$ cat config.mk
export PLATFORM = sky130hd
export DESIGN_NAME = scrx_sci
export DESIGN_NICKNAME = d
export VERILOG_FILES = /design/src/hw/scrx_pkg.sv /design/src/hw/scrx_sci.sv
export SDC_FILE = /design/constraint.sdc
export NUM_CORES = 1
export LEC_CHECK = 0
export BUFFER_PORTS_ARGS = -buffer_cell sky130_fd_sc_hd__buf_2
export CORE_MARGIN = 2
export CORE_UTILIZATION = 57
export DETAILED_ROUTE_END_ITERATION = 16
export GPL_ROUTABILITY_DRIVEN = 0
export MAX_ROUTING_LAYER = met4
export PLACE_DENSITY = 0.8
export SLEW_MARGIN = 10
export SYNTH_ARGS = -nofsm -noshare
export SYNTH_HDL_FRONTEND = slang
export SYNTH_SLANG_ARGS = --single-unit
$ cat constraint.sdc
create_clock -name clk_in -period 2.4 [get_ports clk_in]
set_input_delay 0.72 -clock clk_in [delete_from_list [all_inputs] [get_ports clk_in]]
set_output_delay 0.72 -clock clk_in [all_outputs]
set_load 0.005 [all_outputs]
$ cat src/hw/scrx_pkg.sv
package scrx_pkg;

  // ----------------------------------------------------------------
  // register map (byte addresses)
  // ----------------------------------------------------------------
  localparam logic [4:0] OFS_CTRL  = 5'h00;
  localparam logic [4:0] OFS_MODE  = 5'h04;
  localparam logic [4:0] OFS_STAT  = 5'h08;
  localparam logic [4:0] OFS_RDATA = 5'h0c;
  localparam logic [4:0] OFS_TDATA = 5'h10;

  // serial_control_reg fields
  localparam int CTL_RIE  = 0;  // receive_irq_enable
  localparam int CTL_TIE  = 1;  // transmit irq enable
  localparam int CTL_TRANSMIT_END_IRQ_ENABLE = 2;  // transmit_end_irq_enable
  localparam int CTL_TE   = 3;  // transmit_enable
  localparam int CTL_RE   = 4;  // receive_enable
  localparam int CTL_CLOCK_OUTPUT_ENABLE = 5;  // clock_output_enable
  localparam int CTL_CLOCK_LEVEL_SELECT = 6;  // clock_level_select

  // serial_mode_reg fields
  localparam int MOD_GM   = 0;  // gsm_timing_select
  localparam int MOD_SMIF = 1;  // smart-card mode
  localparam int MOD_SEL  = 2;  // channel 0 clocked synchronous select mode

  // reset values
  localparam logic [7:0] CTRL_RST = 8'h00;
  localparam logic [7:0] MODE_RST = 8'h00;
  localparam logic [7:0] DATA_RST = 8'h00;

  // ----------------------------------------------------------------
  // timing
  // ----------------------------------------------------------------
  localparam int CLK_NS       = 10;
  localparam int SCK_HALF_NS  = 40;  // half period of the smart-card clock
  localparam int SCK_HALF_CYC = (SCK_HALF_NS + CLK_NS - 1) / CLK_NS;
  localparam int SC_BIT_CLKS  = 32;  // card clocks per bit
  localparam int BIT_CYC      = 2 * SCK_HALF_CYC * SC_BIT_CLKS;
  localparam int FRAME_BITS   = 9;   // data bits plus parity/stop after start
  localparam int SYNC_BITS    = 8;

  localparam logic [15:0] BIT_LAST  = 16'(BIT_CYC - 1);
  localparam logic [15:0] HALF_LAST = 16'(BIT_CYC / 2 - 1);
  localparam logic [15:0] SCK_LAST  = 16'(SCK_HALF_CYC - 1);
  localparam logic [3:0]  RX_LAST   = 4'(FRAME_BITS - 1);
  localparam logic [3:0]  SY_LAST   = 4'(SYNC_BITS - 1);

  // ----------------------------------------------------------------
  // types
  // ----------------------------------------------------------------
  typedef enum logic [1:0] {
    RX_IDLE  = 2'b00,
    RX_START = 2'b01,
    RX_DATA  = 2'b10
  } scrx_rx_state_type;

  // serial_status_reg layout, msb first
  typedef struct packed {
    logic transmit_end_flag;  // transmit_end_flag
    logic transmit_empty_flag;  // transmit_empty_flag
    logic error_signal_flag;   // error_signal_flag
    logic parity_error_flag;   // parity_error_flag
    logic framing_error_flag;   // framing_error_flag
    logic overrun_flag;  // overrun_flag
    logic receive_full_flag;  // receive_full_flag
  } scrx_flags_type;

  localparam scrx_flags_type STAT_RST = 7'h60;

endpackage

$ cat src/hw/scrx_sci.sv
// Operation
// - bad parity on a smart-card frame sets the parity error flag
// - parity error with receive irq enable raises receive-error irq
// - no receive-full flag for a frame with a receive error
// - good parity sets receive-full, leaves parity error clear, may irq
// - dma read of received byte clears receive-full automatically
// - overrun or parity error gives error irq, no dma request
// - byte with parity error still lands in receive data register
// - gsm timing lets enable bits fix clock level, pulses full width
// - gsm timing: clock stop waits for current pulse end, then holds fixed level; otherwise it stops at once
// - clock restart begins with a full normal-duty pulse
// - deselected slave floats transmit pin, holds internal clock high
// - low select input means selected; processing starts at once
// - normal mode: transmit-end flag and enable request transmit-end irq
// - normal mode: transmit-empty requests transmit irq; dma transfer clears flag
// - normal mode: overrun, parity or framing error gives error irq
// - simultaneous transmit and transmit-end: transmit irq first
// - smart card: no transmit-end irq, errors include error-signal
// - smart-card transmit sets transmit-empty together with transmit-end
module scrx_sci
(
  // clock and reset
  input  wire logic        clk_in,
  input  wire logic        nrst_in,
  // avalon-mm slave
  input  wire logic [4:0]  avs_address_in,
  input  wire logic        avs_read_in,
  input  wire logic        avs_write_in,
  input  wire logic [31:0] avs_writedata_in,
  input  wire logic [3:0]  avs_byteenable_in,
  output logic      [31:0] avs_readdata_out,
  output logic             avs_waitrequest_out,
  // serial pins
  input  wire logic        rxd_in,
  output logic             txd_out,
  output logic             txd_oe_out,
  input  wire logic        sck_in,
  output logic             sck_out,
  output logic             sck_oe_out,
  input  wire logic        external_irq_seven_n_in,
  // transmitter events, same clock
  input  wire logic        tx_empty_evt_in,
  input  wire logic        tx_end_evt_in,
  input  wire logic        err_sig_evt_in,
  // dma controller acknowledges
  input  wire logic        dma_rx_ack_in,
  input  wire logic        dma_tx_ack_in,
  // interrupt and dma requests
  output logic             receive_error_irq_out,
  output logic             receive_full_irq_out,
  output logic             transmit_empty_irq_out,
  output logic             transmit_end_irq_out
);

  // ----------------------------------------------------------------
  // state
  // ----------------------------------------------------------------
  typedef struct packed {
    logic [7:0]                 ctrl;
    logic [7:0]                 mode;
    scrx_pkg::scrx_flags_type   stat;
    logic [7:0]                 rdata;
    logic [7:0]                 tdata;
    logic                       ack;
    logic [7:0]                 rd_data;
    logic                       rx_s1;
    logic                       rx_s2;
    logic                       sck_s1;
    logic                       sck_s2;
    logic                       sel_s1;
    logic                       sel_s2;
    logic                       sck_int_d;
    scrx_pkg::scrx_rx_state_type rx_st;
    logic [15:0]                rx_cnt;
    logic [3:0]                 rx_bit;
    logic [8:0]                 rx_shift;
    logic [15:0]                ck_cnt;
    logic                       ck_lvl;
    logic                       ck_run;
    logic [3:0]                 sy_cnt;
    logic [7:0]                 sy_rx;
    logic [7:0]                 sy_tx;
    logic                       txd;
  } scrx_state_type;

  scrx_state_type state_reg;
  scrx_state_type state_next;

  // end of a received byte: overrun wins, errored bytes never set full
  function automatic scrx_pkg::scrx_flags_type rx_end(scrx_pkg::scrx_flags_type f,
                                                      logic perr, logic ferr);
    scrx_pkg::scrx_flags_type r;
    r = f;
    if (f.receive_full_flag)
      r.overrun_flag = 1'b1;
    else if (perr || ferr)
    begin
      r.parity_error_flag = r.parity_error_flag | perr;
      r.framing_error_flag = r.framing_error_flag | ferr;
    end
    else
      r.receive_full_flag = 1'b1;
    return r;
  endfunction

  // ----------------------------------------------------------------
  // decoded controls
  // ----------------------------------------------------------------
  logic bus_req;
  logic smart;
  logic sync_sel;
  logic selected;
  logic sck_int;

  assign bus_req  = avs_read_in | avs_write_in;
  assign smart    = state_reg.mode[scrx_pkg::MOD_SMIF];
  assign sync_sel = state_reg.mode[scrx_pkg::MOD_SEL];
  assign selected = ~state_reg.sel_s2;
  // deselected slave sees a clock stuck high, so nothing shifts
  assign sck_int  = selected ? state_reg.sck_s2 : 1'b1;

  // ----------------------------------------------------------------
  // next state
  // ----------------------------------------------------------------
  always_comb
  begin
    logic rx_en;
    logic sy_en;
    logic ck_end;
    logic [7:0] wd;
    rx_en = 1'b0;
    sy_en = 1'b0;
    ck_end = 1'b0;
    wd = avs_writedata_in[7:0];
    state_next = state_reg;
    rx_en = state_reg.ctrl[scrx_pkg::CTL_RE] & ~sync_sel;
    sy_en = sync_sel & (state_reg.ctrl[scrx_pkg::CTL_RE] | state_reg.ctrl[scrx_pkg::CTL_TE]);

    // pin synchronisers
    state_next.rx_s1     = rxd_in;
    state_next.rx_s2     = state_reg.rx_s1;
    state_next.sck_s1    = sck_in;
    state_next.sck_s2    = state_reg.sck_s1;
    state_next.sel_s1    = external_irq_seven_n_in;
    state_next.sel_s2    = state_reg.sel_s1;
    state_next.sck_int_d = sck_int;

    // bus: one wait cycle, read data latched while waiting
    state_next.ack = bus_req & ~state_reg.ack;
    if (bus_req && !state_reg.ack)
    begin
      case (avs_address_in)
        scrx_pkg::OFS_CTRL:  state_next.rd_data = state_reg.ctrl;
        scrx_pkg::OFS_MODE:  state_next.rd_data = state_reg.mode;
        scrx_pkg::OFS_STAT:  state_next.rd_data = {1'b0, state_reg.stat};
        scrx_pkg::OFS_RDATA: state_next.rd_data = state_reg.rdata;
        scrx_pkg::OFS_TDATA: state_next.rd_data = state_reg.tdata;
        default:             state_next.rd_data = scrx_pkg::DATA_RST;
      endcase
    end

    // register writes take effect on the edge that completes the request;
    // status bits clear by writing 0, sets below still win
    if (avs_write_in && state_reg.ack && avs_byteenable_in[0])
    begin
      case (avs_address_in)
        scrx_pkg::OFS_CTRL:  state_next.ctrl  = wd;
        scrx_pkg::OFS_MODE:  state_next.mode  = wd;
        scrx_pkg::OFS_STAT:  state_next.stat  = state_reg.stat & wd[6:0];
        scrx_pkg::OFS_TDATA: state_next.tdata = wd;
        default:             state_next.mode  = state_reg.mode;
      endcase
    end

    // dma transfers clear their request flags
    if (dma_rx_ack_in)
      state_next.stat.receive_full_flag = 1'b0;
    if (dma_tx_ack_in)
    begin
      state_next.stat.transmit_empty_flag = 1'b0;
      if (smart)
        state_next.stat.transmit_end_flag = 1'b0;
    end

    // transmitter events
    if (tx_empty_evt_in)
      state_next.stat.transmit_empty_flag = 1'b1;
    if (tx_end_evt_in)
    begin
      state_next.stat.transmit_end_flag = 1'b1;
      if (smart)
        state_next.stat.transmit_empty_flag = 1'b1;
    end
    if (err_sig_evt_in && smart)
      state_next.stat.error_signal_flag = 1'b1;

    // smart-card / asynchronous receiver, lsb first
    case (state_reg.rx_st)
      scrx_pkg::RX_IDLE:
      begin
        state_next.rx_cnt = '0;
        if (rx_en && !state_reg.rx_s2)
          state_next.rx_st = scrx_pkg::RX_START;
      end
      scrx_pkg::RX_START:
      begin
        state_next.rx_cnt = state_reg.rx_cnt + 16'h0001;
        if (state_reg.rx_cnt == scrx_pkg::HALF_LAST)
        begin
          state_next.rx_cnt = '0;
          state_next.rx_bit = '0;
          // a glitch shorter than half a bit is not a start
          state_next.rx_st  = state_reg.rx_s2 ? scrx_pkg::RX_IDLE : scrx_pkg::RX_DATA;
        end
      end
      scrx_pkg::RX_DATA:
      begin
        state_next.rx_cnt = state_reg.rx_cnt + 16'h0001;
        if (state_reg.rx_cnt == scrx_pkg::BIT_LAST)
        begin
          state_next.rx_cnt   = '0;
          state_next.rx_bit   = state_reg.rx_bit + 4'h1;
          state_next.rx_shift = {state_reg.rx_s2, state_reg.rx_shift[8:1]};
          if (state_reg.rx_bit == scrx_pkg::RX_LAST)
          begin
            state_next.rx_st = scrx_pkg::RX_IDLE;
            // the byte is kept even when its parity is bad
            if (!state_reg.stat.receive_full_flag)
              state_next.rdata = state_next.rx_shift[7:0];
            state_next.stat = rx_end(state_next.stat,
                                     smart & (^state_next.rx_shift),
                                     ~smart & ~state_reg.rx_s2);
          end
        end
        if (!rx_en)
          state_next.rx_st = scrx_pkg::RX_IDLE;
      end
      default: state_next.rx_st = scrx_pkg::RX_IDLE;
    endcase

    // clocked synchronous slave with select input
    if (!sy_en || !selected)
    begin
      state_next.sy_cnt = '0;
      state_next.sy_tx  = state_reg.tdata;
      state_next.txd    = state_reg.tdata[0];
    end
    else if (sck_int && !state_reg.sck_int_d)
    begin
      state_next.sy_rx  = {state_reg.rx_s2, state_reg.sy_rx[7:1]};
      state_next.sy_cnt = state_reg.sy_cnt + 4'h1;
      if (state_reg.sy_cnt == scrx_pkg::SY_LAST)
      begin
        state_next.sy_cnt = '0;
        if (state_reg.ctrl[scrx_pkg::CTL_RE])
        begin
          if (!state_reg.stat.receive_full_flag)
            state_next.rdata = state_next.sy_rx;
          state_next.stat = rx_end(state_next.stat, 1'b0, 1'b0);
        end
        state_next.sy_tx = state_reg.tdata;
        if (state_reg.ctrl[scrx_pkg::CTL_TE])
          state_next.stat.transmit_empty_flag = 1'b1;
      end
    end
    else if (!sck_int && state_reg.sck_int_d)
    begin
      state_next.txd   = state_reg.sy_tx[0];
      state_next.sy_tx = {1'b0, state_reg.sy_tx[7:1]};
    end

    // smart-card clock output; with gsm timing a half period is never cut short
    ck_end = state_reg.ck_cnt == scrx_pkg::SCK_LAST;
    if (state_reg.ck_run)
    begin
      state_next.ck_cnt = ck_end ? 16'h0000 : state_reg.ck_cnt + 16'h0001;
      if (!state_reg.mode[scrx_pkg::MOD_GM] && !state_reg.ctrl[scrx_pkg::CTL_CLOCK_OUTPUT_ENABLE])
      begin
        state_next.ck_run = 1'b0;
        state_next.ck_lvl = state_reg.ctrl[scrx_pkg::CTL_CLOCK_LEVEL_SELECT];
      end
      else if (ck_end)
      begin
        // stop only once the level already equals the fixed one
        if (!state_reg.ctrl[scrx_pkg::CTL_CLOCK_OUTPUT_ENABLE]
            && state_reg.ck_lvl == state_reg.ctrl[scrx_pkg::CTL_CLOCK_LEVEL_SELECT])
          state_next.ck_run = 1'b0;
        else
          state_next.ck_lvl = ~state_reg.ck_lvl;
      end
    end
    else
    begin
      state_next.ck_lvl = state_reg.ctrl[scrx_pkg::CTL_CLOCK_LEVEL_SELECT];
      state_next.ck_cnt = '0;
      if (state_reg.ctrl[scrx_pkg::CTL_CLOCK_OUTPUT_ENABLE])
      begin
        state_next.ck_run = 1'b1;
        state_next.ck_lvl = ~state_reg.ctrl[scrx_pkg::CTL_CLOCK_LEVEL_SELECT];
      end
    end
  end

  // ----------------------------------------------------------------
  // registers
  // ----------------------------------------------------------------
  always_ff @(posedge clk_in)
  begin
    if (!nrst_in)
    begin
      state_reg       <= '0;
      state_reg.ctrl  <= scrx_pkg::CTRL_RST;
      state_reg.mode  <= scrx_pkg::MODE_RST;
      state_reg.stat  <= scrx_pkg::STAT_RST;
      state_reg.rx_s1 <= 1'b1;
      state_reg.rx_s2 <= 1'b1;
      state_reg.sel_s1 <= 1'b1;
      state_reg.sel_s2 <= 1'b1;
      state_reg.sck_int_d <= 1'b1;
      state_reg.txd   <= 1'b1;
      state_reg.rx_st <= scrx_pkg::RX_IDLE;
    end
    else
      state_reg <= state_next;
  end

  // ----------------------------------------------------------------
  // outputs
  // ----------------------------------------------------------------
  assign avs_waitrequest_out = bus_req & ~state_reg.ack;
  assign avs_readdata_out    = {24'h000000, state_reg.rd_data};
  assign txd_out             = state_reg.txd;
  assign txd_oe_out          = sync_sel & selected & state_reg.ctrl[scrx_pkg::CTL_TE];
  assign sck_out             = state_reg.ck_lvl;
  assign sck_oe_out          = smart;

  // requests are plain levels of flag and enable
  assign receive_error_irq_out  = state_reg.ctrl[scrx_pkg::CTL_RIE]
                                  & (state_reg.stat.overrun_flag | state_reg.stat.parity_error_flag
                                     | (state_reg.stat.framing_error_flag & ~smart)
                                     | (state_reg.stat.error_signal_flag & smart));
  assign receive_full_irq_out   = state_reg.ctrl[scrx_pkg::CTL_RIE]
                                  & state_reg.stat.receive_full_flag;
  assign transmit_empty_irq_out = state_reg.ctrl[scrx_pkg::CTL_TIE]
                                  & (smart ? state_reg.stat.transmit_end_flag
                                           : state_reg.stat.transmit_empty_flag);
  // transmit-end yields while a transmit request stands
  assign transmit_end_irq_out   = state_reg.ctrl[scrx_pkg::CTL_TRANSMIT_END_IRQ_ENABLE] & ~smart
                                  & state_reg.stat.transmit_end_flag
                                  & ~transmit_empty_irq_out;
endmodule // scrx_sci

======== Yosys cells after proc, flatten, opt, wreduce, memory -nomap -nowiden ========
Index checks and enable logic that the tools add are counted.
word-level totals
  bits in writable memories ............... 0
  bits in read-only memories .............. 0
  register bits ........................... 125
  latch bits .............................. 0
  memories kept ........................... 0
  output and inout bits ................... 41
operators by class
  reduce and logical (&&, ||, !) cells .... 37
  bitwise logic cells ..................... 34
  magnitude comparators ................... 0
  multipliers ............................. 0
  eq/ne operators ......................... 21
  shift operators ......................... 0
  divide/modulo/power cells ............... 0
  mux-type cells .......................... 49
  $add $sub $neg .......................... 4
operators with widths
  operator                                        count
  case mux 16 bit (3 select lines)                1
  2-to-1 mux 14 bit                               3
  case mux 8 bit (5 select lines)                 1
  2-to-1 mux 12 bit                               3
  adder 16 x 1 -> 16 bit, second input constant   2
  2-to-1 mux 8 bit                                4
  2-to-1 mux 31 bit                               1
  2-to-1 mux 2 bit                                12
  2-to-1 mux 22 bit                               1
  2-to-1 mux 9 bit                                2
  == test 16 x 2 -> 1 bit, second input constant  1
  == test 16 x 7 -> 1 bit, second input constant  1
  == test 16 x 8 -> 1 bit, second input constant  1
  AND reduction 2 bit                             8
  AND 1 bit                                       15
  2-to-1 mux 1 bit                                15
  2-to-1 mux 7 bit                                2
  NOT 1 bit                                       11
  == test 5 x 4 -> 1 bit, second input constant   2
  2-to-1 mux 10 bit                               1
  logical AND 1 bit                               9
  != test 3 bit, second input constant            3
  XOR reduction 9 bit                             1
  adder 4 x 1 -> 4 bit, second input constant     2
  25 further kinds                                43

======== Depth between registers and ports, before layout ========
  depth in word-level cells ............... 14
  depth in mapped cells ................... 9
  mapped depth without buffers ............ 8

======== Least setup slack after synthesis ========
No wires, ideal clock.
  kind .................................... in2reg
  start ................................... input port avs_address_in[1]
  end ..................................... register state_reg[124] in the netlist's numbering
  arrival time ............................ 2.049 ns
  setup slack ............................. 0.218 ns
  library setup time ...................... 0.132 ns
  stages on the path ...................... 7
  path buffers ............................ 2
  cell sequence ........................... nor3_1 -> and2_1 -> clkbuf_1 -> clkbuf_1 -> nand2_1 -> nand2_1 -> a21oi_1
between the ends
  word-level cells in the longest chain between the ends .. 2
RTL lines
  element                               RTL line         text
  start, declared                       scrx_sci.sv:26   input wire logic [4:0] avs_address_in,
  zero test 5 bit                       scrx_sci.sv:166  case (avs_address_in)
  AND reduction 2 bit (no source line)  --
  end signal, assigned                  scrx_sci.sv:324  state_reg <= state_next;
  end, declared                         scrx_sci.sv:86   scrx_state_type state_reg;
No other way between the ends.
A chain may end at the register's enable or synchronous reset.

======== Worst setup path in the final report ========
  start ................................... register state_reg (netlist bit sck_oe_out)
  end ..................................... output port receive_error_irq_out
between the ends
  word-level cells in the longest chain between the ends .. 5
  elaborated cells on any way between the ends .. 6
  classes of those cells .................. bitwise: 6
RTL lines
  element        RTL line         text
  NOT 1 bit      scrx_sci.sv:340  | (state_reg.stat.framing_error_flag & ~smart)
  AND 1 bit      scrx_sci.sv:340
  OR 1 bit       scrx_sci.sv:340
  OR 1 bit (*)   scrx_sci.sv:341  | (state_reg.stat.error_signal_flag & smart));
  AND 1 bit (*)  scrx_sci.sv:339  & (state_reg.stat.overrun_flag | state_reg.stat.parity_error_flag
  end, declared  scrx_sci.sv:49   output logic receive_error_irq_out,
Mark *: on every way between the ends. The rest lies on a longest branch, timed or not.

==> reports/qor.yml <==
status:
  status: "finished, final reports clean"
placed_design:
  placed_area_um2: 6130
  place_ws_ps: 143
  dp_hpwl_um: 9560
  portBuffers: 42
  dp_cells: 832
timing:
  slew_viol_final: 0
  rsz0062_at_grt: "no"
  hold_viol: 0
  slew_headroom_pct: 60.2
  tns_ps: 0
  finClkSkew_ps: 10.1
  max_clock_freq_mhz: 426
  setup_viol: 0
  fin_crit_ps: 2350
  worst_slack_ps: 52.1
  finalCritPeriodShare_pct: 97.8
  worst_slew_pin_slew_ps: 596
  hold_slack_ps: 375
critical_path:
  cp-endpoint: "receive_error_irq_out"
  r2r-start: "state_reg[60]"
  cp.required_ps: 1680
  critical_path_arrival_ps: 1630
  crit_family: "flip-flops"
  worstSetupStartpointType: "flop"
  r2r_setup_slack_ps: 120
  r2r_cells: 6
  critPathCaptureType: "primary output"
  crit_buf_inv: 1
  slowest_stage: "dfxtp_2"
  startpoint: "sck_oe_out"
  worstReg2RegEnd: "state_reg[103]"
  crit_fanout: 4
  cp.depth: 3
  critPathMaxStageDelay_ps: 370
  crit_type: "flop to primary output"
  worstPathCellList: "mux2_2, o31a_1, buf_2"
power:
  total_power_mw: 4.94
  power.leakage_nw: 2.45
  powerDensity_nw_per_um2: 728
  peakVddDrop_mv: 0.409
clock_tree:
  cts_tree: "yes"
  cts_max_level: 4
  clock_sinks: 123
  clock_latency_ps: 530
  cts_buffers: 17
  clock-root-buffer: "clkbuf_8"
  path_clk_slew_ps: 50
  clk_path_buf_depth: 2
  cts_hold_buf: 0
  cts_setup_buffers: 0
logic_synthesis:
  yosysUniqueCellTypes: 61
  synth_seq_cells: 123
  synth-async-reset-ratio_pct: 0
  synth_flop_cell: "dfxtp_1"
  synth.cell_area_um2: 5860
  netlist_instances: 673
  yosysWarningCount: 0
  synth-edff-count: 0
  seq_area_frac_synth_pct: 42.0
  syn_area_per_cell_um2: 8.71
global_route:
  grt-ovfl-total: 0
  grt_pass1_vias: 4858
  antenna_found_initial: 0
  grt_pass1_wl_um: 22600
  track_usage_pct: 26.2
  grt_max_degree: 29
finish:
  area_growth_pct: 15.7
  antennaDiodeCount: 0
  instances_no_fill: 863
  fill_cells: 773
  design_area_um2: 6780
  fin_nets: 777
  largest_register_ffs: 109
  drive_above_1_share_pct: 16.1
  finalCoreUtilization_pct: 66.9
detailed_routing:
  totalWireLength_um: 13600
  drtIter0Drc: 265
  drt_pre_antenna_iters: 5
  ant_nets: 0
  route.detailed.wl_per_inst_um: 15.8
  drc_errors: 0
  vias: 4889
  via_per_inst: 5.67
floorplanning:
  core.rowCount: 37
  die_w_um: 105
  die_area_um2: 11100
  fp.dieH_um: 105
  placeableCoreArea_um2: 10100
  start_util_pct: 57.8
  ios: 94
job:
  max-cap-violations: 0
worst_hold_path:
  hold_class: "input pin to flop"
layer usage:
layer  up-vias  GRT usage [%]  routed length, um
li1       2377              -                  -
met1      2331           30.0               5740
met2       158           44.1               6930
met3        23           5.75                697
met4         0           11.2                259
met5         -              -                  0
cell families (layout without fill, tap and decap cells):
| kind of cell | count (synthesis) | after routing | synth area share, % |
|---|---|---|---|
| buf+inv | 74 | 105 | 6.98 |
| simple gates | 270 | 270 | 22.7 |
| flops | 123 | 123 | 42.0 |
| fa+ha+maj | 9 | 9 | 1.92 |
| other cells | 1 | 24 | 0.0640 |
| mux | 41 | 41 | 7.02 |
| xor+xnor | 41 | 41 | 6.13 |
| compound gates | 114 | 114 | 13.1 |
power breakdown:
part	leakage, nW	total (mW)	internal [mW]	switching (mW)
combinational	1.15	0.157	0.0537	0.103
sequential	0.993	2.06	2.06	0.00930
clock	0.301	2.72	1.81	0.905
worst reg2reg max path, cell delays in order (launching register included):
cell and delay, ps:
dfxtp_1 360, or4_4 610, nor4_4 350, nand2_2 170, or3_1 340, and3_4 160
o31ai_2 200
area by class of cell:
| type | count | area [um2] | area share, % |
|---|---|---|---|
| Inverter | 13 | 48.8 | 0.719 |
| Sequential cell | 123 | 2460 | 36.3 |
| Clock buffer | 20 | 435 | 6.42 |
| Tap cell | 136 | 170 | 2.51 |
| Clock inverter | 11 | 193 | 2.84 |
| Timing Repair Buffer | 61 | 378 | 5.57 |
| Multi-Input combinational cell | 499 | 3090 | 45.6 |
what timing repair did:
| item | in CTS | in global routing |
|---|---|---|
| gates resized for setup | 1 | 3 |
| setup endpoints to repair | 1 | 2 |
| pin swaps | 0 | 0 |
| gates cloned | 0 | 0 |
| endpoints found under the hold margin | 0 | 0 |
synthesized netlist by cell type, types with 12 or more instances:
cell type    n  area (um2)
dfxtp_1    123        2460
buf_4       32         240
nor2_1      97         364
a21oi_1     37         185
xor2_1      20         175
o21ai_0     12        60.1
nand2_1     59         221
a22oi_1     14         105
mux2i_1     40         400
clkbuf_1    25        93.8
xnor2_1     21         184
a211oi_1    16         120
nand3_1     39         195
inv_1       13        48.8
worst min-delay path by stage:
stage                     end  cells past startpoint           start  slack [ps]
2_1_floorplan   state_reg[71]                      1  state_next[71]         390
6_report       state_next[75]                      2          rxd_in         370
3_5_place_dp    state_reg[75]                      1  state_next[75]         400
3_3_place_gp    state_reg[75]                      1  state_next[75]         390
4_1_cts        state_next[75]                      2          rxd_in         350
5_1_grt        state_next[75]                      2          rxd_in         370
layout by cell type (no fill, tap or decap), types with 7 or more instances in the layout:
cell	netlist	layout
a211oi_1	16	16
o21ai_0	12	12
buf_4	32	17
nand2_1	59	59
xnor2_1	21	21
nand3_1	39	39
a31o_2	7	7
nand2b_1	7	7
dfxtp_1	123	122
buf_2	3	42
conb_1	1	24
a22oi_1	14	14
nor2_1	97	97
clkbuf_16	0	16
nand4_1	8	8
inv_1	13	12
a21oi_1	37	37
mux2i_1	40	40
ha_1	9	9
xor2_1	20	20
and2_1	9	9
(Power assumes the default switching activity.)
